File: src/include/otgcv_pkg.sv
package otgcv_pkg;

    // ****************************************
    // register map and power-on defaults
    // ****************************************
    localparam logic [7:0] OFF_OTG_CONTROL_THREE = 8'h10;
    localparam logic [7:0] OFF_LDO_AND_CHARGE_VOLTAGE_HIGH = 8'h11;
    localparam logic [7:0] OFF_CHARGE_VOLTAGE_LOW = 8'h12;
    localparam logic [7:0] OFF_OTG_VOLTAGE_HIGH = 8'h13;
    localparam logic [7:0] OFF_OTG_VOLTAGE_LOW = 8'h14;

    localparam logic [7:0] RST_OTG_CONTROL_THREE = 8'h78;
    localparam logic [7:0] RST_LDO_AND_CHARGE_VOLTAGE_HIGH = 8'hF1;
    localparam logic [7:0] RST_CHARGE_VOLTAGE_LOW = 8'h54;
    localparam logic [7:0] RST_OTG_VOLTAGE_HIGH = 8'hA0;
    localparam logic [7:0] RST_OTG_VOLTAGE_LOW = 8'hD6;

    // ****************************************
    // field positions
    // ****************************************
    localparam int SLEW_LSB = 6;
    localparam int RAMP_SINK_BIT = 5;
    localparam int OV_SINK_BIT = 4;
    localparam int BAT_ILIM_LSB = 2;
    localparam int IGNORE_LDO_FAULT_BIT = 1;
    localparam int PULSE_SKIP_DIS_BIT = 0;
    localparam int LDO_CODE_LSB = 3;
    localparam int FB_SELECT_BIT = 3;
    localparam int OTG_CODE_LOW_LSB = 1;

    // ****************************************
    // codes and scaling
    // ****************************************
    localparam logic [1:0] ILIM_OFF = 2'h0;
    localparam logic [1:0] ILIM_200 = 2'h2;
    localparam logic [10:0] CHARGE_CODE_MAX = 11'h6D6;
    localparam logic [6:0] PCT_MIN = 7'h01;
    localparam logic [6:0] PCT_MAX = 7'h64;
    localparam logic [12:0] LDO_BASE_MV = 13'h07D0;
    localparam logic [12:0] LDO_STEP_MV = 13'h0064;
    localparam logic [14:0] CHARGE_BASE_MV = 15'h1388;
    localparam logic [14:0] CHARGE_STEP_MV = 15'h000A;
    localparam logic [14:0] OTG_BASE_MV = 15'h0B90;
    localparam logic [14:0] OTG_STEP_MV = 15'h0014;

    // ****************************************
    // slew timing: one 20 mV code step per tick
    // ****************************************
    localparam int CLK_PERIOD_NS = 100;
    localparam int OTG_STEP_UV = 20000;
    localparam int SLEW_RATE_0_UV_PER_US = 1000;
    localparam int SLEW_RATE_1_UV_PER_US = 500;
    localparam int SLEW_RATE_2_UV_PER_US = 330;
    localparam int SLEW_RATE_3_UV_PER_US = 100;
    localparam logic [11:0] SLEW_CYC_0 = 12'(OTG_STEP_UV * 1000 / (SLEW_RATE_0_UV_PER_US * CLK_PERIOD_NS));
    localparam logic [11:0] SLEW_CYC_1 = 12'(OTG_STEP_UV * 1000 / (SLEW_RATE_1_UV_PER_US * CLK_PERIOD_NS));
    localparam logic [11:0] SLEW_CYC_2 = 12'(OTG_STEP_UV * 1000 / (SLEW_RATE_2_UV_PER_US * CLK_PERIOD_NS));
    localparam logic [11:0] SLEW_CYC_3 = 12'(OTG_STEP_UV * 1000 / (SLEW_RATE_3_UV_PER_US * CLK_PERIOD_NS));

    typedef enum logic [2:0] {
        OTGCV_HOLD = 3'b001,
        OTGCV_UP = 3'b010,
        OTGCV_DOWN = 3'b100
    } otgcv_ramp_e;

    typedef struct packed {
        logic wr;
        logic rd;
        logic [7:0] addr;
        logic [7:0] wdata;
    } otgcv_req_s;

endpackage : otgcv_pkg

File: src/logic/otgcv_regs.sv
`timescale 1ns/100ps
// Behaviour
// internal feedback ramps the applied OTG code toward target at the selected slew rate.
// ramp-down sink is on while ramping down with internal feedback and enable set.
// overvoltage sink is on whenever overvoltage is present and its enable is set.
// battery-side limit is off, 150% or 200% of fast-charge scale per code.
// an LDO fault stops OTG unless the fault is ignored.
// pulse-skip disable forces fixed-frequency switching in both modes.
// LDO output is 2V plus 100mV per five-bit code step.
// eleven-bit charge code spans two registers, 5V plus 10mV per step.
// charge codes above the 22.5V code are clamped to it.
// feedback select chooses register code or external divider for the OTG output.
// ten-bit OTG code spans two registers, 2.96V plus 20mV per step.
// host keeps the four reserved bits of the OTG high register at default.
// every register reads back and powers up with its stored default.
// fast-charge scale is a seven-bit percentage clamped to 1..100.
// a new OTG target applies only once both bytes have been written.
module otgcv_regs (
    input wire logic clk,
    input wire logic rst,
    input wire otgcv_pkg::otgcv_req_s req,
    output logic [7:0] reg_rdata,
    input wire logic [6:0] fast_charge_current_scale,
    input wire logic otg_overvoltage,
    input wire logic ldo_fault,
    output logic [9:0] boost_output_voltage_code,
    output logic [14:0] otg_target_mv,
    output logic pulldown_sink_on,
    output logic feedback_external,
    output logic battery_limit_enable,
    output logic [7:0] battery_limit_pct,
    output logic otg_stop_req,
    output logic pulse_skip_disable,
    output logic [12:0] ldo_voltage_mv,
    output logic [10:0] charge_voltage_code,
    output logic [14:0] charge_voltage_mv
);

    // ****************************************
    // register storage
    // ****************************************
    logic [7:0] ctrl3_reg;
    logic [7:0] vhigh_reg;
    logic [7:0] vlow_reg;
    logic [7:0] ohigh_reg;
    logic [7:0] olow_reg;
    logic ohigh_pend_reg;
    logic olow_pend_reg;
    logic [9:0] target_reg;
    logic [9:0] applied_reg;
    logic [11:0] tick_reg;
    otgcv_pkg::otgcv_ramp_e ramp_reg;
    otgcv_pkg::otgcv_ramp_e ramp_next;

    wire wr_ctrl3 = req.wr && req.addr == otgcv_pkg::OFF_OTG_CONTROL_THREE;
    wire wr_vhigh = req.wr && req.addr == otgcv_pkg::OFF_LDO_AND_CHARGE_VOLTAGE_HIGH;
    wire wr_vlow = req.wr && req.addr == otgcv_pkg::OFF_CHARGE_VOLTAGE_LOW;
    wire wr_ohigh = req.wr && req.addr == otgcv_pkg::OFF_OTG_VOLTAGE_HIGH;
    wire wr_olow = req.wr && req.addr == otgcv_pkg::OFF_OTG_VOLTAGE_LOW;

    // ****************************************
    // field decode
    // ****************************************
    wire [1:0] output_slew_select = ctrl3_reg[otgcv_pkg::SLEW_LSB +: 2];
    wire ramp_down_sink_enable = ctrl3_reg[otgcv_pkg::RAMP_SINK_BIT];
    wire overvoltage_sink_enable = ctrl3_reg[otgcv_pkg::OV_SINK_BIT];
    wire [1:0] battery_side_current_limit = ctrl3_reg[otgcv_pkg::BAT_ILIM_LSB +: 2];
    wire ignore_ldo_fault = ctrl3_reg[otgcv_pkg::IGNORE_LDO_FAULT_BIT];
    wire pulse_skip_disable_bit = ctrl3_reg[otgcv_pkg::PULSE_SKIP_DIS_BIT];
    wire [4:0] ldo_voltage_code = vhigh_reg[otgcv_pkg::LDO_CODE_LSB +: 5];
    wire [10:0] charge_code_raw = {vhigh_reg[2:0], vlow_reg};
    wire feedback_source_select = ohigh_reg[otgcv_pkg::FB_SELECT_BIT];

    // the live pair is only a candidate; target_reg is what regulation sees
    wire [9:0] code_written = {ohigh_reg[2:0], olow_reg[otgcv_pkg::OTG_CODE_LOW_LSB +: 7]};
    wire commit = (wr_ohigh && (olow_pend_reg || wr_olow)) || (wr_olow && ohigh_pend_reg);
    wire [9:0] commit_code = {wr_ohigh ? req.wdata[2:0] : ohigh_reg[2:0],
                              wr_olow ? req.wdata[7:1] : olow_reg[7:1]};

    // ****************************************
    // slew engine
    // ****************************************
    wire [11:0] slew_cycles = (output_slew_select == 2'h0) ? otgcv_pkg::SLEW_CYC_0 :
                              (output_slew_select == 2'h1) ? otgcv_pkg::SLEW_CYC_1 :
                              (output_slew_select == 2'h2) ? otgcv_pkg::SLEW_CYC_2 :
                              otgcv_pkg::SLEW_CYC_3;
    wire tick_done = tick_reg >= slew_cycles - 12'h001;
    wire internal_fb = !feedback_source_select;

    always_comb begin
        if (!internal_fb || applied_reg == target_reg) begin
            ramp_next = otgcv_pkg::OTGCV_HOLD;
        end else if (applied_reg < target_reg) begin
            ramp_next = otgcv_pkg::OTGCV_UP;
        end else begin
            ramp_next = otgcv_pkg::OTGCV_DOWN;
        end
    end

    logic [9:0] applied_next;
    always_comb begin
        case (ramp_reg)
            otgcv_pkg::OTGCV_UP: applied_next = tick_done ? applied_reg + 10'h001 : applied_reg;
            otgcv_pkg::OTGCV_DOWN: applied_next = tick_done ? applied_reg - 10'h001 : applied_reg;
            default: applied_next = applied_reg;
        endcase
        // external divider sets the output, so the code simply tracks
        if (!internal_fb) begin
            applied_next = target_reg;
        end
    end

    // ****************************************
    // derived controls
    // ****************************************
    wire [6:0] pct_clamped = (fast_charge_current_scale < otgcv_pkg::PCT_MIN) ? otgcv_pkg::PCT_MIN :
                             (fast_charge_current_scale > otgcv_pkg::PCT_MAX) ? otgcv_pkg::PCT_MAX :
                             fast_charge_current_scale;
    // nine bits so that 150% of a full-scale setting cannot wrap before the halving
    wire [8:0] pct_x3 = 9'(pct_clamped) * 9'h003;
    wire [7:0] pct_150 = pct_x3[8:1];
    wire [7:0] pct_200 = {pct_clamped, 1'b0};
    wire [7:0] limit_pct_next = (battery_side_current_limit == otgcv_pkg::ILIM_OFF) ? 8'h00 :
                                (battery_side_current_limit == otgcv_pkg::ILIM_200) ? pct_200 : pct_150;
    wire [10:0] charge_clamped = (charge_code_raw > otgcv_pkg::CHARGE_CODE_MAX) ?
                                 otgcv_pkg::CHARGE_CODE_MAX : charge_code_raw;
    wire sink_next = (ramp_down_sink_enable && internal_fb && ramp_reg == otgcv_pkg::OTGCV_DOWN) ||
                     (overvoltage_sink_enable && otg_overvoltage);
    wire [7:0] rdata_next = (req.addr == otgcv_pkg::OFF_OTG_CONTROL_THREE) ? ctrl3_reg :
                            (req.addr == otgcv_pkg::OFF_LDO_AND_CHARGE_VOLTAGE_HIGH) ? vhigh_reg :
                            (req.addr == otgcv_pkg::OFF_CHARGE_VOLTAGE_LOW) ? vlow_reg :
                            (req.addr == otgcv_pkg::OFF_OTG_VOLTAGE_HIGH) ? ohigh_reg :
                            (req.addr == otgcv_pkg::OFF_OTG_VOLTAGE_LOW) ? olow_reg : 8'h00;

    // ****************************************
    // registers
    // ****************************************
    // reset stands in for the nonvolatile load of defaults
    always_ff @(posedge clk) begin
        if (rst) begin
            ctrl3_reg <= otgcv_pkg::RST_OTG_CONTROL_THREE;
            vhigh_reg <= otgcv_pkg::RST_LDO_AND_CHARGE_VOLTAGE_HIGH;
            vlow_reg <= otgcv_pkg::RST_CHARGE_VOLTAGE_LOW;
            ohigh_reg <= otgcv_pkg::RST_OTG_VOLTAGE_HIGH;
            olow_reg <= otgcv_pkg::RST_OTG_VOLTAGE_LOW;
        end else begin
            if (wr_ctrl3) ctrl3_reg <= req.wdata;
            if (wr_vhigh) vhigh_reg <= req.wdata;
            if (wr_vlow) vlow_reg <= req.wdata;
            // reserved high bits are stored as written; keeping them is the host's job
            if (wr_ohigh) ohigh_reg <= req.wdata;
            if (wr_olow) olow_reg <= req.wdata;
        end
    end

    always_ff @(posedge clk) begin
        if (rst) begin
            ohigh_pend_reg <= 1'b0;
            olow_pend_reg <= 1'b0;
            target_reg <= {otgcv_pkg::RST_OTG_VOLTAGE_HIGH[2:0], otgcv_pkg::RST_OTG_VOLTAGE_LOW[7:1]};
        end else begin
            ohigh_pend_reg <= !commit && (ohigh_pend_reg || wr_ohigh);
            olow_pend_reg <= !commit && (olow_pend_reg || wr_olow);
            if (commit) target_reg <= commit_code;
        end
    end

    always_ff @(posedge clk) begin
        if (rst) begin
            applied_reg <= {otgcv_pkg::RST_OTG_VOLTAGE_HIGH[2:0], otgcv_pkg::RST_OTG_VOLTAGE_LOW[7:1]};
            tick_reg <= 12'h000;
            ramp_reg <= otgcv_pkg::OTGCV_HOLD;
        end else begin
            applied_reg <= applied_next;
            ramp_reg <= ramp_next;
            tick_reg <= (ramp_reg == otgcv_pkg::OTGCV_HOLD || tick_done) ? 12'h000 : tick_reg + 12'h001;
        end
    end

    always_ff @(posedge clk) begin
        if (rst) begin
            reg_rdata <= 8'h00;
            boost_output_voltage_code <= 10'h000;
            otg_target_mv <= 15'h0000;
            pulldown_sink_on <= 1'b0;
            feedback_external <= 1'b0;
            battery_limit_enable <= 1'b0;
            battery_limit_pct <= 8'h00;
            otg_stop_req <= 1'b0;
            pulse_skip_disable <= 1'b0;
            ldo_voltage_mv <= 13'h0000;
            charge_voltage_code <= 11'h000;
            charge_voltage_mv <= 15'h0000;
        end else begin
            reg_rdata <= req.rd ? rdata_next : reg_rdata;
            boost_output_voltage_code <= applied_reg;
            otg_target_mv <= otgcv_pkg::OTG_BASE_MV + 15'(applied_reg) * otgcv_pkg::OTG_STEP_MV;
            pulldown_sink_on <= sink_next;
            feedback_external <= feedback_source_select;
            battery_limit_enable <= battery_side_current_limit != otgcv_pkg::ILIM_OFF;
            battery_limit_pct <= limit_pct_next;
            otg_stop_req <= ldo_fault && !ignore_ldo_fault;
            pulse_skip_disable <= pulse_skip_disable_bit;
            ldo_voltage_mv <= otgcv_pkg::LDO_BASE_MV + 13'(ldo_voltage_code) * otgcv_pkg::LDO_STEP_MV;
            charge_voltage_code <= charge_clamped;
            charge_voltage_mv <= otgcv_pkg::CHARGE_BASE_MV + 15'(charge_clamped) * otgcv_pkg::CHARGE_STEP_MV;
        end
    end

    // ****************************************
    // checks
    // ****************************************
    property p_slew_step;
        @(posedge clk) disable iff (rst)
        (internal_fb && $past(internal_fb) && applied_reg != $past(applied_reg)) |->
            $past(tick_done) && (applied_reg - $past(applied_reg) == 10'h001 ||
                                 $past(applied_reg) - applied_reg == 10'h001);
    endproperty
    a_slew_step: assert property (p_slew_step) else $error("applied code moved off a slew tick");

    property p_ramp_sink;
        @(posedge clk) disable iff (rst)
        (ramp_reg == otgcv_pkg::OTGCV_DOWN && ramp_down_sink_enable && internal_fb) |=> pulldown_sink_on;
    endproperty
    a_ramp_sink: assert property (p_ramp_sink) else $error("sink off during ramp down");

    property p_ov_sink;
        @(posedge clk) disable iff (rst)
        (overvoltage_sink_enable && otg_overvoltage) [*2] |=> pulldown_sink_on [*1];
    endproperty
    a_ov_sink: assert property (p_ov_sink) else $error("sink off during overvoltage");

    property p_limit;
        @(posedge clk) disable iff (rst)
        (battery_side_current_limit == otgcv_pkg::ILIM_200 && pct_clamped == otgcv_pkg::PCT_MAX) |=>
            battery_limit_pct == 8'hC8 && battery_limit_enable;
    endproperty
    a_limit: assert property (p_limit) else $error("200 percent limit wrong");

    property p_ldo_fault;
        @(posedge clk) disable iff (rst)
        (ldo_fault && ignore_ldo_fault) |=> !otg_stop_req;
    endproperty
    a_ldo_fault: assert property (p_ldo_fault) else $error("ignored fault still stops otg");

    property p_pulse_skip;
        @(posedge clk) disable iff (rst)
        wr_ctrl3 |-> ##2 pulse_skip_disable == $past(req.wdata[0], 2);
    endproperty
    a_pulse_skip: assert property (p_pulse_skip) else $error("pulse skip disable not applied");

    property p_ldo_mv;
        @(posedge clk) disable iff (rst)
        $stable(ldo_voltage_code) |=> ldo_voltage_mv >= 13'h07D0 && ldo_voltage_mv <= 13'h13EC;
    endproperty
    a_ldo_mv: assert property (p_ldo_mv) else $error("ldo voltage outside 2V..5.1V");

    property p_charge_clamp;
        @(posedge clk) disable iff (rst)
        1'b1 |=> charge_voltage_code <= 11'h6D6 && charge_voltage_mv <= 15'h57E4;
    endproperty
    a_charge_clamp: assert property (p_charge_clamp) else $error("charge target above 22.5V");

    property p_readback;
        @(posedge clk) disable iff (rst)
        (wr_vlow ##1 !wr_vlow ##1 (req.rd && req.addr == otgcv_pkg::OFF_CHARGE_VOLTAGE_LOW && !req.wr)) |=>
            reg_rdata == $past(req.wdata, 3);
    endproperty
    a_readback: assert property (p_readback) else $error("charge low register readback wrong");

    property p_both_bytes;
        @(posedge clk) disable iff (rst)
        (target_reg != $past(target_reg)) |-> $past(commit);
    endproperty
    a_both_bytes: assert property (p_both_bytes) else $error("target moved without both bytes");

    property p_commit_code;
        @(posedge clk) disable iff (rst)
        commit |=> target_reg == code_written;
    endproperty
    a_commit_code: assert property (p_commit_code) else $error("committed target differs from the byte pair");

    property p_ext_track;
        @(posedge clk) disable iff (rst)
        (!internal_fb && $past(!internal_fb)) |-> applied_reg == $past(target_reg);
    endproperty
    a_ext_track: assert property (p_ext_track) else $error("external feedback code not tracking target");

    property p_sink_idle;
        @(posedge clk) disable iff (rst)
        (!otg_overvoltage && ramp_reg != otgcv_pkg::OTGCV_DOWN) |=> !pulldown_sink_on;
    endproperty
    a_sink_idle: assert property (p_sink_idle) else $error("sink on with no ramp down or overvoltage");

    property p_limit_off;
        @(posedge clk) disable iff (rst)
        (battery_side_current_limit == otgcv_pkg::ILIM_OFF) |=> !battery_limit_enable && battery_limit_pct == 8'h00;
    endproperty
    a_limit_off: assert property (p_limit_off) else $error("battery limit active while disabled");

    property p_limit_150;
        @(posedge clk) disable iff (rst)
        (battery_side_current_limit == 2'h3 && pct_clamped == otgcv_pkg::PCT_MAX) |=> battery_limit_pct == 8'h96;
    endproperty
    a_limit_150: assert property (p_limit_150) else $error("150 percent limit wrong");

    property p_stop;
        @(posedge clk) disable iff (rst)
        (ldo_fault && !ignore_ldo_fault) |=> otg_stop_req;
    endproperty
    a_stop: assert property (p_stop) else $error("unignored ldo fault does not stop otg");

endmodule : otgcv_regs

File: config.mk
export PLATFORM = sky130hd
export DESIGN_NAME = otgcv_regs
export DESIGN_NICKNAME = d
export VERILOG_FILES = /design/src/include/otgcv_pkg.sv /design/src/logic/otgcv_regs.sv
export SDC_FILE = /design/constraint.sdc
export NUM_CORES = 1
export LEC_CHECK = 0
export BUFFER_PORTS_ARGS = -buffer_cell sky130_fd_sc_hd__buf_4
export CAP_MARGIN = 20
export CORE_UTILIZATION = 55
export DETAILED_ROUTE_END_ITERATION = 6
export PLACE_DENSITY_LB_ADDON = 0.12
export SKIP_CTS_REPAIR_TIMING = 1
export SYNTH_ARGS = -nofsm -noshare
export SYNTH_HDL_FRONTEND = slang
export SYNTH_SLANG_ARGS = --single-unit
export TNS_END_PERCENT = 100
File: constraint.sdc
create_clock -name clk -period 5.2 [get_ports clk]
set_clock_uncertainty 0.1 [all_clocks]
set_input_delay 0.78 -clock clk [delete_from_list [all_inputs] [get_ports clk]]
set_output_delay 0.78 -clock clk [all_outputs]
set_load 0.01 [all_outputs]
Word level (Yosys, flattened, before mapping). Cells that the tools add are included. W data, S select, Z words.

Register bits after elaboration: 162. Input port bits: 29. Output and inout bits: 85. Logic and storage cells: 104.

$add $sub $neg: 7. Multiply operators: 4. $lt $le $gt $ge: 5. Equal/unequal tests: 14. Mux-type cells: 19. Reduce and logical (&&, ||, !) cells: 31.

Operators by type and width (count): $mux W8 (6); $mux W11 (4); $eq A8 B5 Y1 const B (5); $mux W10 (3); $mux W7 (3); $pmux W10 S2 (1); $add A12 B15 Y15 const A (1); $add A13 B15 Y15 const A (1); $mul A11 B3 Y14 const B (1); $add A11 B12 Y13 const A (1); $logic_and A1 B1 Y1 (13); $mul A10 B3 Y13 const B (1); $add A12 B1 Y12 const B (1); $ge A12 B12 Y1 (1); $sub A11 B1 Y12 const B (1); $gt A11 B11 Y1 const B (1); $add A10 B1 Y10 const B (1); $eq A10 B10 Y1 (1); $lt A10 B10 Y1 (1); $mul A5 B5 Y10 const B (1); $sub A10 B1 Y10 const B (1); $mul A7 B2 Y9 const B (1); $gt A7 B7 Y1 const B (1); $lt A7 B1 Y1 const B (1); 15 further kinds (28).

Longest topological paths before layout. Gate-level depths: netlist (run 1).

Word-level depth: 9. Depth in mapped cells: 16.

Worst setup path after synthesis (run 1). Ideal clock, no wire load.

Path kind: flip-flop to flip-flop. Start: reg vlow_reg[3]. End: reg charge_voltage_mv[13]. Library setup time: 123 ps. Arrival time: 3614 ps. Required time: 4977 ps. Path slack: 1363 ps. Cell stages (with the launch flop): 13. Period minus slack after synthesis: 3837 ps. Path through: dfxtp_1 or4b_2 nor4_1 a21o_1 or2_2 ha_1 fa_1 o2111a_1 a2111oi_0 o21ai_0 a21o_1 o21bai_1 mux2_1.

Word-level cells in the longest chain between the ends: 4.

Ends and longest elaborated chain: start, declared (RTL line otgcv_regs.sv:44) `logic [7:0] vlow_reg;`; start signal, assigned (RTL line otgcv_regs.sv:143) `vlow_reg <= otgcv_pkg::RST_CHARGE_VOLTAGE_LOW;`; start signal, assigned (RTL line otgcv_regs.sv:149) `if (wr_vlow) vlow_reg <= req.wdata;`; $gt A11 B11 Y1 (RTL line otgcv_regs.sv:125) `wire [10:0] charge_clamped = (charge_code_raw > otgcv_pkg::CHARGE_CODE_MAX) ?`; $mux W11 (RTL line otgcv_regs.sv:125); named net charge_clamped[2] (RTL line otgcv_regs.sv:125); $mul A11 B3 Y14 (RTL line otgcv_regs.sv:206) `charge_voltage_mv <= otgcv_pkg::CHARGE_BASE_MV + 15'(charge_clamped) * otgcv_pkg::CHARGE_STEP_MV;`; $add A13 B15 Y15 (RTL line otgcv_regs.sv:206); end signal, assigned (RTL line otgcv_regs.sv:206); end, declared (RTL line otgcv_regs.sv:36) `output logic [14:0] charge_voltage_mv`.

The timed path passes the listed nets, and every way through them passes these cells. A chain may end at the register's enable or synchronous reset.

Worst setup path after layout (run 1). Ends and elaborated chain as after synthesis.

==> run summary, run 1 <==
status: finished clean
clock root cell: clkbuf_16
RSZ-0062 raised after global routing: no
num rows: 45
Post-synth top cells: dfxtp_1, nor2_1, ha_1
Crit path arrival time: 4.37 ns
reg2reg setup slack: 1.05 ns
part of the power in combinational logic: 0.064
largest net degree at the start of global routing: 88
clock group share of total power: 0.463
IO Pins: 114
sequential share of power: 0.473
die area: 16000 um^2
Reg2Reg Depth: 12
Area growth, synth to finish: 16.4%
Worst VDD drop: 0.253 mV
nets: 1163
worst hold path type: reg -> reg
kind of critical path: reg -> reg
post-synth top area share: 0.360
Synth Warn #: 0
Final Slew Violations: 0
Tmin final: 4.15 ns
layout filler cell count: 1302
pwr dens: 255 nW/um^2
sequential element share of the synthesized area: 0.360
final hold violations: 0
CP Max Fanout: 6
largest area contributor in the netlist: dfxtp_1
register area: 3060 um^2
Post-synth EDFFs: 0
Netlist cell types: 73
Seq cells post-synth: 153
critical path's largest stage delay: 0.67 ns
first-pass GRT wire length: 31.5 mm
Tcrit/Tclk final: 0.799
Residual DRC: 0
Pre-antenna DRT Iters: 5
CP dominant cell by count: a21o_1
Top FF cell, synth: dfxtp_1
worst-skew pair later-pin latency: 0.43 ns
CP required: 5.41 ns
synthesized area per cell: 8.96 um^2
Die Ht: 126 um
Int Power: 1.95 mW
count of input and output buffers: 108
TritonCTS clock tree: done
relative slew slack: 0.344
Cell Chain, Critical Path: or4b_2, nor4_1, a21o_1, or2_2, ha_1, fa_1, o2111a_1, a2111oi_0, o21ai_0, a21o_1, o21bai_1, mux2_1
CTS buffer count: 17
Final ANT Viol Nets: 0
Final setup viols: 0
Sw Share: 0.228
via count: 6827
total track usage: 0.246
Leakage: 4.49 nW
Post-DP HPWL: 13.6 mm
initial antenna violation count: 0
leading post-synthesis cells by cell area: dfxtp_1, ha_1, mux2i_1
Multi-input gate area: 5040 um^2
vias in the first global route: 6426
Worst Setup End Kind: register
clk sinks: 153
share of layout cells above drive strength 1: 0.164
number of cells on the worst hold path: 2
vias per cell: 5.51
H-tree Lvls: 4
register clock-pin slew on the reported worst setup and hold paths: 0.06 ns
worst slew pin tran: 0.983 ns
total gr overflow: 0
Post-Synthesis Cells: 949
Max Cap Viol: 0
slowest cell on the critical path: or4b_2
Starting DRT DRC Count: 522
FFs w/ async S/R, synth: 0
# diodes: 0
CP Buf/Inv Count: 0
Peak Freq: 241 MHz
routability cong.: 0.835
Psw: 577 uW
Critical R2R Launch: vlow_reg[3]
Crit. Startpoint: vlow_reg[3]
drt wl/cell: 15.3 um
Hold Path Sink: reg_rdata[7]
hold slack: 0.354 ns
most common cell in the synthesized netlist: dfxtp_1
hold path startpoint: reg_rdata[7]
Core Area: 15100 um^2
Max Root-Sink Buffers: 2
delay-heaviest family, CP: compound AO/OA/AOI/OAI gates
worst reg2reg path endpoint: charge_voltage_mv[13]
Chip Width: 126 um
nature of the critical path startpoint: register
Starting Density: 0.561
Netlist Area Pre-Place: 8500 um^2
Total Wirelength: 18.9 mm
final setup TNS: 0 ns
-- tightest hold or removal path, delay by kind of cell, from the launching register on --
| family | cells | cell delay, ns |
|---|---|---|
| and+or+nand+nor | 1 | 0.05 |
| AOI/OAI and AO/OA | 1 | 0.05 |
| DFF | 1 | 0.31 |
-- how the worst max path moves through the flow --
stage                            endpoint  slack, ns  depth (start not counted)
CTS                 charge_voltage_mv[13]       1.02                         12
detailed placement  charge_voltage_mv[13]       1.05                         12
global route        charge_voltage_mv[13]       0.72                         12
floorplan           charge_voltage_mv[13]       1.36                         12
finish              charge_voltage_mv[13]       1.05                         12
global placement    charge_voltage_mv[13]       1.10                         12
-- layout make-up --
type	count	share of cell area
multi-input cells	707	0.509
flip-flops and latches	153	0.309
repair buffers	111	0.0842
clock buffers	23	0.0483
well taps	188	0.0238
inverters	48	0.0183
clock inverters	9	0.00733
-- layer usage --
| layer | GRT usage | share of wire | up-vias |
|---|---|---|---|
| met2 | 0.367 | 0.43 | 209 |
| li1 | - | - | 3471 |
| met1 | 0.354 | 0.50 | 3131 |
| met4 | 0.0666 | 0.011 | 0 |
| met3 | 0.0595 | 0.065 | 16 |
| met5 | 0 | 0 | - |
-- cell usage in the layout, fill, tap and decap left out, types with 4 or more instances in the layout --
cell and instances:
nand3b_1 4, nand2b_1 13, nand2_1 64, o21a_1 9
nor3_1 9, nand2_2 5, nand3_1 19, and2_1 15
clkbuf_16 17, o21bai_1 13, a2bb2oi_1 5, buf_4 111
and3_1 5, o211ai_2 4, o211ai_1 5, xnor2_1 28
ha_1 91, or3_1 5, a211oi_1 10, conb_1 7
nor2_1 106, o2111ai_1 8, a21oi_2 4, mux2i_1 43
nor2b_1 26, inv_1 46, fa_1 5, nand4_1 4
a21oi_1 49, or2_2 6, clkinv_2 8, o21ai_0 51
dfxtp_1 153, a22oi_1 12, a21o_1 11, xor2_1 24
-- stage by stage --
step                       util  cells  instance area, um^2  power [mW]  setup WS [ns]
after global placement    0.617   1207                 9350        1.38           1.10
after floorplan               -    954                 8520        1.32           1.36
after global routing      0.654   1239                 9900        2.61          0.717
after CTS                 0.654   1239                 9900        2.54           1.02
after detailed placement  0.617   1207                 9350        1.38           1.05
final                     0.654   1239                 9900        2.52           1.05
-- power by group through the flow --
stage,registers (mW),logic (mW),clock network (mW)
2_1_floorplan,1.23,0.0875,0
3_3_place_gp,1.22,0.160,0
3_5_place_dp,1.22,0.161,0
4_1_cts,1.20,0.162,1.18
5_1_grt,1.20,0.177,1.23
6_report,1.19,0.162,1.17
-- cell families after synthesis --
group / Yosys count / synth area share
compound gates: 205 / 0.160
xor+xnor: 52 / 0.0536
fa+ha+maj: 96 / 0.146
buf+inv: 94 / 0.0497
flops: 153 / 0.360
mux: 44 / 0.0519
other cells: 2 / 0.000883
simple gates: 303 / 0.178
Power figures use the tool's default switching activity.
==> run 2, diff against run 1 <==
--- a/config.mk
+++ b/config.mk
@@ -7,7 +7,7 @@
 export LEC_CHECK = 0
 export BUFFER_PORTS_ARGS = -buffer_cell sky130_fd_sc_hd__buf_4
 export CAP_MARGIN = 20
-export CORE_UTILIZATION = 55
+export CORE_UTILIZATION = 53
 export DETAILED_ROUTE_END_ITERATION = 6
 export PLACE_DENSITY_LB_ADDON = 0.12
 export SKIP_CTS_REPAIR_TIMING = 1
==> constraint.sdc (replaced) <==
create_clock -name clk -period 3.7 [get_ports clk]
set_clock_uncertainty 0.1 [all_clocks]
set_input_delay 0.555 -clock clk [delete_from_list [all_inputs] [get_ports clk]]
set_output_delay 0.555 -clock clk [all_outputs]
set_load 0.01 [all_outputs]
==> run 2 against run 1 <==
  * Flip-flop and latch count did not move
  * Register-to-register slack got worse by 1.0 ns
  * Wire length rose by 4.2%
  * Power rose by 48%
  * Clock power rose by 56%
  * Non-clock buffer count rose by 31
  * Via count rose by 2.2%
  * Critical path type unchanged
  * Largest power group is now clock
==> run summary, run 2 (same netlist as run 1, synthesis figures left out) <==
kind of critical path: reg -> reg
worst-skew pair later-pin latency: 0.43 ns (about the same)
Final setup viols: 0 (unchanged)
Residual DRC: 0 (unchanged)
routability cong.: 0.876 (+5.0%)
CP required: 3.91 ns (-1.50 ns)
hold slack: 0.305 ns (-0.0487 ns)
Worst Setup End Kind: register
Critical R2R Launch: vhigh_reg[0]
Crit. Startpoint: vhigh_reg[0]
critical path's largest stage delay: 0.54 ns (-0.13 ns)
pwr dens: 356 nW/um^2 (+40%)
CP Max Fanout: 3 (-3)
largest net degree at the start of global routing: 53 (-40%)
CTS buffer count: 17 (unchanged)
relative slew slack: 0.330 (-0.0143)
count of input and output buffers: 108 (unchanged)
most common cell after layout, fill and taps aside: dfxtp_1
total power: 3.72 mW (+48%)
Multi-input gate area: 5270 um^2 (+4.7%)
final setup TNS: 0 ns (unchanged)
Starting Density: 0.551 (-0.0102)
drt wl/cell: 15.3 um (about the same)
most frequent cells in the layout: dfxtp_1, buf_4, nor2_1
clk sinks: 153 (unchanged)
nets: 1194 (+2.7%)
first-pass GRT wire length: 31.4 mm (-0.11%)
Leakage: 4.74 nW (+5.6%)
H-tree Lvls: 4 (unchanged)
Starting DRT DRC Count: 342 (-34%)
worst slew pin tran: 1.00 ns (+0.0215 ns)
Worst VDD drop: 0.323 mV (+28%)
total track usage: 0.241 (-0.00477)
TritonCTS clock tree: done
Final ANT Viol Nets: 0 (unchanged)
nature of the critical path startpoint: register
# diodes: 0 (unchanged)
final hold violations: 0 (unchanged)
register clock-pin slew on the reported worst setup and hold paths: 0.06 ns (about the same)
vias in the first global route: 6298 (-2.0%)
slowest cell on the critical path: or4b_4
Core Area: 15400 um^2 (+1.9%)
vias per cell: 5.40 (-1.9%)
final core utilization: 0.678 (+0.0244)
Tmin final: 3.69 ns (-0.464 ns)
layout filler cell count: 1284 (-1.4%)
worst hold path type: in -> reg
Area growth, synth to finish: 23.0%
Final Slew Violations: 0 (unchanged)
Max Cap Viol: 0 (unchanged)
Die Ht: 129 um (+1.8%)
Total Wirelength: 19.7 mm (+4.2%)
status: finished clean
num rows: 45 (unchanged)
Tcrit/Tclk final: 0.997 (+0.198)
clock root cell: clkbuf_16
share of layout cells above drive strength 1: 0.212 (+0.0484)
IO Pins: 114 (unchanged)
Pre-antenna DRT Iters: 5 (unchanged)
Cell Chain, Critical Path: or4b_4, nor4_4, a21o_1, or2_4, buf_4, ha_4, fa_2, a21o_1, nand4_1, a21oi_2, buf_4, o211ai_1, nand3_2, o21bai_4, mux2_4
die area: 16600 um^2 (+3.7%)
via count: 6976 (+2.2%)
Post-DP HPWL: 13.9 mm (+2.6%)
Peak Freq: 271 MHz (+13%)
Chip Width: 129 um (+1.8%)
initial antenna violation count: 0 (unchanged)
register area: 3070 um^2 (+0.12%)
hold path startpoint: ldo_fault
Max Root-Sink Buffers: 2 (unchanged)
total gr overflow: 0 (unchanged)
RSZ-0062 raised after global routing: yes
Crit path arrival time: 3.90 ns (-0.47 ns)
[run 2: per-stage QoR]
stage / worst slack (ns) / cells / area, um^2
after floorplan: 0.0160 / 954 / 8530
after CTS: -0.161 / 1287 / 10200
final: 0.00959 / 1291 / 10500
after global placement: -0.0695 / 1257 / 9590
after global routing: -0.105 / 1291 / 10500
after detailed placement: -0.153 / 1257 / 9590
[run 2: layout make-up]
class                      instances  share of cell area
clock buffer                      21              0.0431
clock inverter                     9              0.0142
inverter                          48              0.0173
multi-input combinational        707               0.504
sequential                       153               0.293
tap                              211              0.0252
timing repair buffer             142               0.103
[run 2: critical path, delay by kind of cell, from the launching register on]
kind            cells  cell delay (ns)
fa+ha+maj           2             0.55
compound gates      5             0.89
simple gates        5             1.16
buf+inv             2             0.26
flops               1             0.31
mux                 1             0.29
[run 2: path summary, 6_finish.rpt]
kind	endpoint	slack [ns]	depth (start not counted)
worst max register to register	charge_voltage_mv[13]	0.01	15
worst max-delay path	charge_voltage_mv[13]	0.01	15
worst min-delay path	otg_stop_req	0.31	2
worst min register to register	reg_rdata[4]	0.36	2
[run 2: power by group]
part / total, mW / leakage [nW] / switching, mW / internal [mW]
Combinational: 0.230 / 3.20 / 0.130 / 0.101
Sequential: 1.68 / 1.25 / 0.00781 / 1.67
Clock: 1.82 / 0.297 / 0.680 / 1.14
Total: 3.72 / 4.74 / 0.817 / 2.91
[run 2: metal layers]
| layer | global-route usage | part of all wire | vias up |
|---|---|---|---|
| met5 | 0 | 0 | - |
| met4 | 0.0851 | 0.016 | 0 |
| met3 | 0.0412 | 0.051 | 25 |
| met2 | 0.357 | 0.43 | 197 |
| met1 | 0.352 | 0.51 | 3211 |
| li1 | - | - | 3543 |
==> run 3, diff against run 2 <==
--- a/config.mk
+++ b/config.mk
@@ -5,6 +5,7 @@
 export SDC_FILE = /design/constraint.sdc
 export NUM_CORES = 1
 export LEC_CHECK = 0
+export ABC_AREA = 1
 export BUFFER_PORTS_ARGS = -buffer_cell sky130_fd_sc_hd__buf_4
 export CAP_MARGIN = 20
 export CORE_UTILIZATION = 53
==> run 3 against run 2 <==
  * Core utilization decreased by 3.6 points
  * Die area rose by 0.56%
  * Critical path type unchanged
  * Flip-flop and latch count is the same
==> run summary, run 3 <==
relative slew slack: 0.437 (+0.107)
IO Pins: 114 (unchanged)
vias in the first global route: 6803 (+8.0%)
sequential element share of the synthesized area: 0.358 (-0.00206)
CTS buffer count: 17 (unchanged)
Starting DRT DRC Count: 426 (+25%)
layout filler cell count: 1426 (+11%)
worst reg2reg path endpoint: charge_voltage_mv[14]
largest area contributor in the netlist: dfxtp_1
Netlist Area Pre-Place: 8550 um^2 (+0.57%)
worst setup margin: 0.339 ns (+0.329 ns)
reg2reg setup slack: 0.34 ns (+0.33 ns)
design area: 10200 um^2 (-2.8%)
worst-skew pair later-pin latency: 0.43 ns (about the same)
Crit path arrival time: 3.61 ns (-0.29 ns)
nets: 1396 (+17%)
routability cong.: 0.876 (about the same)
mux contribution to synthesized area: 0 (-0.0519)
number of instances in the placed design: 1464 (+16%)
total track usage: 0.248 (+0.00609)
CP dominant cell by count: nand2_1
Netlist cell types: 50 (-32%)
Residual DRC: 0 (unchanged)
clk sinks: 153 (unchanged)
critical path's largest stage delay: 0.55 ns (about the same)
total gr overflow: 0 (unchanged)
most frequent cells in the layout: nand2_1, inv_1, dfxtp_1
die area: 16600 um^2 (+0.56%)
worst slew pin tran: 0.845 ns (-0.160 ns)
Reg2Reg Depth: 20 (+5)
drt wl/cell: 13.1 um (-14%)
nature of the critical path startpoint: register
Post-synth EDFFs: 0 (unchanged)
XOR/XNOR share of the synthesized area: 0.0246 (-0.0290)
Finished Layout Cells: 1498 (+16%)
CP required: 3.95 ns (+0.04 ns)
combinational family with the most area after synthesis: simple AND/OR/NAND/NOR gates
Area growth, synth to finish: 18.9%
Final setup viols: 0 (unchanged)
register area: 3060 um^2 (about the same)
final hold violations: 0 (unchanged)
Tcrit/Tclk final: 0.909 (-0.0889)
Cell Chain, Critical Path: inv_1, buf_4, o21ai_1, nand3_1, o211ai_1, o21ai_4, inv_2, nor2_2, ha_1, ha_1, fa_2, and3_1, nand2_1, nand3_1, nor2_1, nand2_1, nand2_1, nand2_1, nand2_1, a21oi_1
Starting Density: 0.540 (-0.0109)
Post-synth top cells: nand2_1, inv_1, dfxtp_1
met1 usage: 0.351 (-0.000800)
post-synth top area share: 0.358 (-0.00206)
Worst VDD drop: 0.314 mV (-3.0%)
post-placement worst setup slack: -0.0530 ns (+0.100 ns)
status: finished clean
Die Ht: 129 um (+0.28%)
FFs w/ async S/R, synth: 0 (unchanged)
Worst Setup End Kind: register
Leakage: 5.25 nW (+11%)
synthesized area per cell: 7.35 um^2 (-18%)
met3 Track Usage GR: 0.0429 (+0.00178)
number of cells on the worst hold path: 3 (+1)
clock root cell: clkbuf_16
worst hold path type: in -> reg
register clock-pin slew on the reported worst setup and hold paths: 0.06 ns (about the same)
Pre-antenna DRT Iters: 5 (unchanged)
Hold Path Sink: otg_stop_req
pwr dens: 360 nW/um^2 (+1.0%)
Post-DP Area: 9510 um^2 (-0.89%)
Post-Synthesis Cells: 1164 (+23%)
Final Slew Violations: 0 (unchanged)
Synth Area in Simple Gates: 0.248 (+0.0698)
Max Cap Viol: 0 (unchanged)
Synth Warn #: 0 (unchanged)
Critical R2R Launch: vlow_reg[4]
initial antenna violation count: 0 (unchanged)
count of input and output buffers: 108 (unchanged)
adder-cell share of the synthesized area: 0.145 (-0.000831)
vias per cell: 5.08 (-6.0%)
Core Area: 15800 um^2 (+2.6%)
most common cell after layout, fill and taps aside: nand2_1
total power: 3.66 mW (-1.8%)
final setup TNS: 0 ns (unchanged)
share of layout cells above drive strength 1: 0.144 (-0.0685)
most common cell in the synthesized netlist: nand2_1
Synth Area in Compound Gates: 0.131 (-0.0287)
Final ANT Viol Nets: 0 (unchanged)
Top FF cell, synth: dfxtp_1
Total Wirelength: 19.6 mm (-0.26%)
hold path startpoint: ldo_fault
Post-DP HPWL: 14.7 mm (+5.4%)
Seq cells post-synth: 153 (unchanged)
# diodes: 0 (unchanged)
CP Max Fanout: 6 (+3)
TritonCTS clock tree: done
first-pass GRT wire length: 32.5 mm (+3.3%)
num rows: 46 (+2.2%)
Multi-input gate area: 4760 um^2 (-9.8%)
H-tree Lvls: 4 (unchanged)
largest net degree at the start of global routing: 74 (+40%)
leading post-synthesis cells by cell area: dfxtp_1, ha_1, nand2_1
grt peak-use layer: met2
Peak Freq: 297 MHz (+9.8%)
Max Root-Sink Buffers: 2 (unchanged)
slowest cell on the critical path: fa_2
kind of critical path: reg -> reg
Chip Width: 129 um (+0.28%)
Tmin final: 3.36 ns (-0.329 ns)
global-route track usage on met2: 0.384 (+0.0264)
via count: 7606 (+9.0%)
run 3: cell count changes in the layout (fill, tap and decap cells not counted), sizes merged, moves of 13 or more:
cell	before	now
a21oi	53	114
and2	16	2
buf	142	117
inv	46	157
mux2i	43	0
nand2	69	261
nand2b	13	0
nand3	19	81
nor2b	26	0
xnor2	28	10
run 3: how the worst max path moves through the flow:
stage                       from                     to  slack, ns
finish               vlow_reg[4]  charge_voltage_mv[14]       0.34
global route         vlow_reg[1]  charge_voltage_mv[14]      -0.01
CTS                  vlow_reg[2]  charge_voltage_mv[13]       -0.1
detailed placement  vhigh_reg[1]  charge_voltage_mv[14]      -0.05
global placement    vhigh_reg[1]  charge_voltage_mv[14]       0.03
floorplan           vhigh_reg[2]  charge_voltage_mv[14]       0.46
run 3: metal layers:
metal | wire, um | share of wire
met3 | 903 | 0.046
met1 | 9800 | 0.50
met4 | 279 | 0.014
met2 | 8650 | 0.44
met5 | 0 | 0
run 3: cell type report:
class | count | share of cell area
timing repair buffer | 117 | 0.0864
tap | 216 | 0.0266
multi-input combinational | 822 | 0.468
clock inverter | 9 | 0.0121
inverter | 160 | 0.0597
sequential | 153 | 0.301
clock buffer | 21 | 0.0463
run 3: critical path: cells and delay by family, from the launching register on:
family	cells	cell delay, ns
buf+inv	3	0.33
flops	1	0.32
compound gates	4	0.57
simple gates	10	0.89
fa+ha+maj	3	1.06
run 3: logic make-up after synthesis:
family,Yosys count
simple gates,490
compound gates,205
buf+inv,194
flops,153
fa+ha+maj,96
xor+xnor,24
other cells,2
run 3: stage by stage:
stage	utilization	hold WS (ns)
after floorplan	-	0.290
after global placement	0.601	0.355
after detailed placement	0.601	0.358
after CTS	0.638	0.237
after global routing	0.642	0.268
final	0.642	0.245
run 3: report_power, final:
group / internal (mW) / switching [mW] / leakage [nW]
clock: 1.10 / 0.655 / 0.294
combinational: 0.0903 / 0.133 / 3.71
sequential: 1.67 / 0.00758 / 1.25
total: 2.86 / 0.796 / 5.25
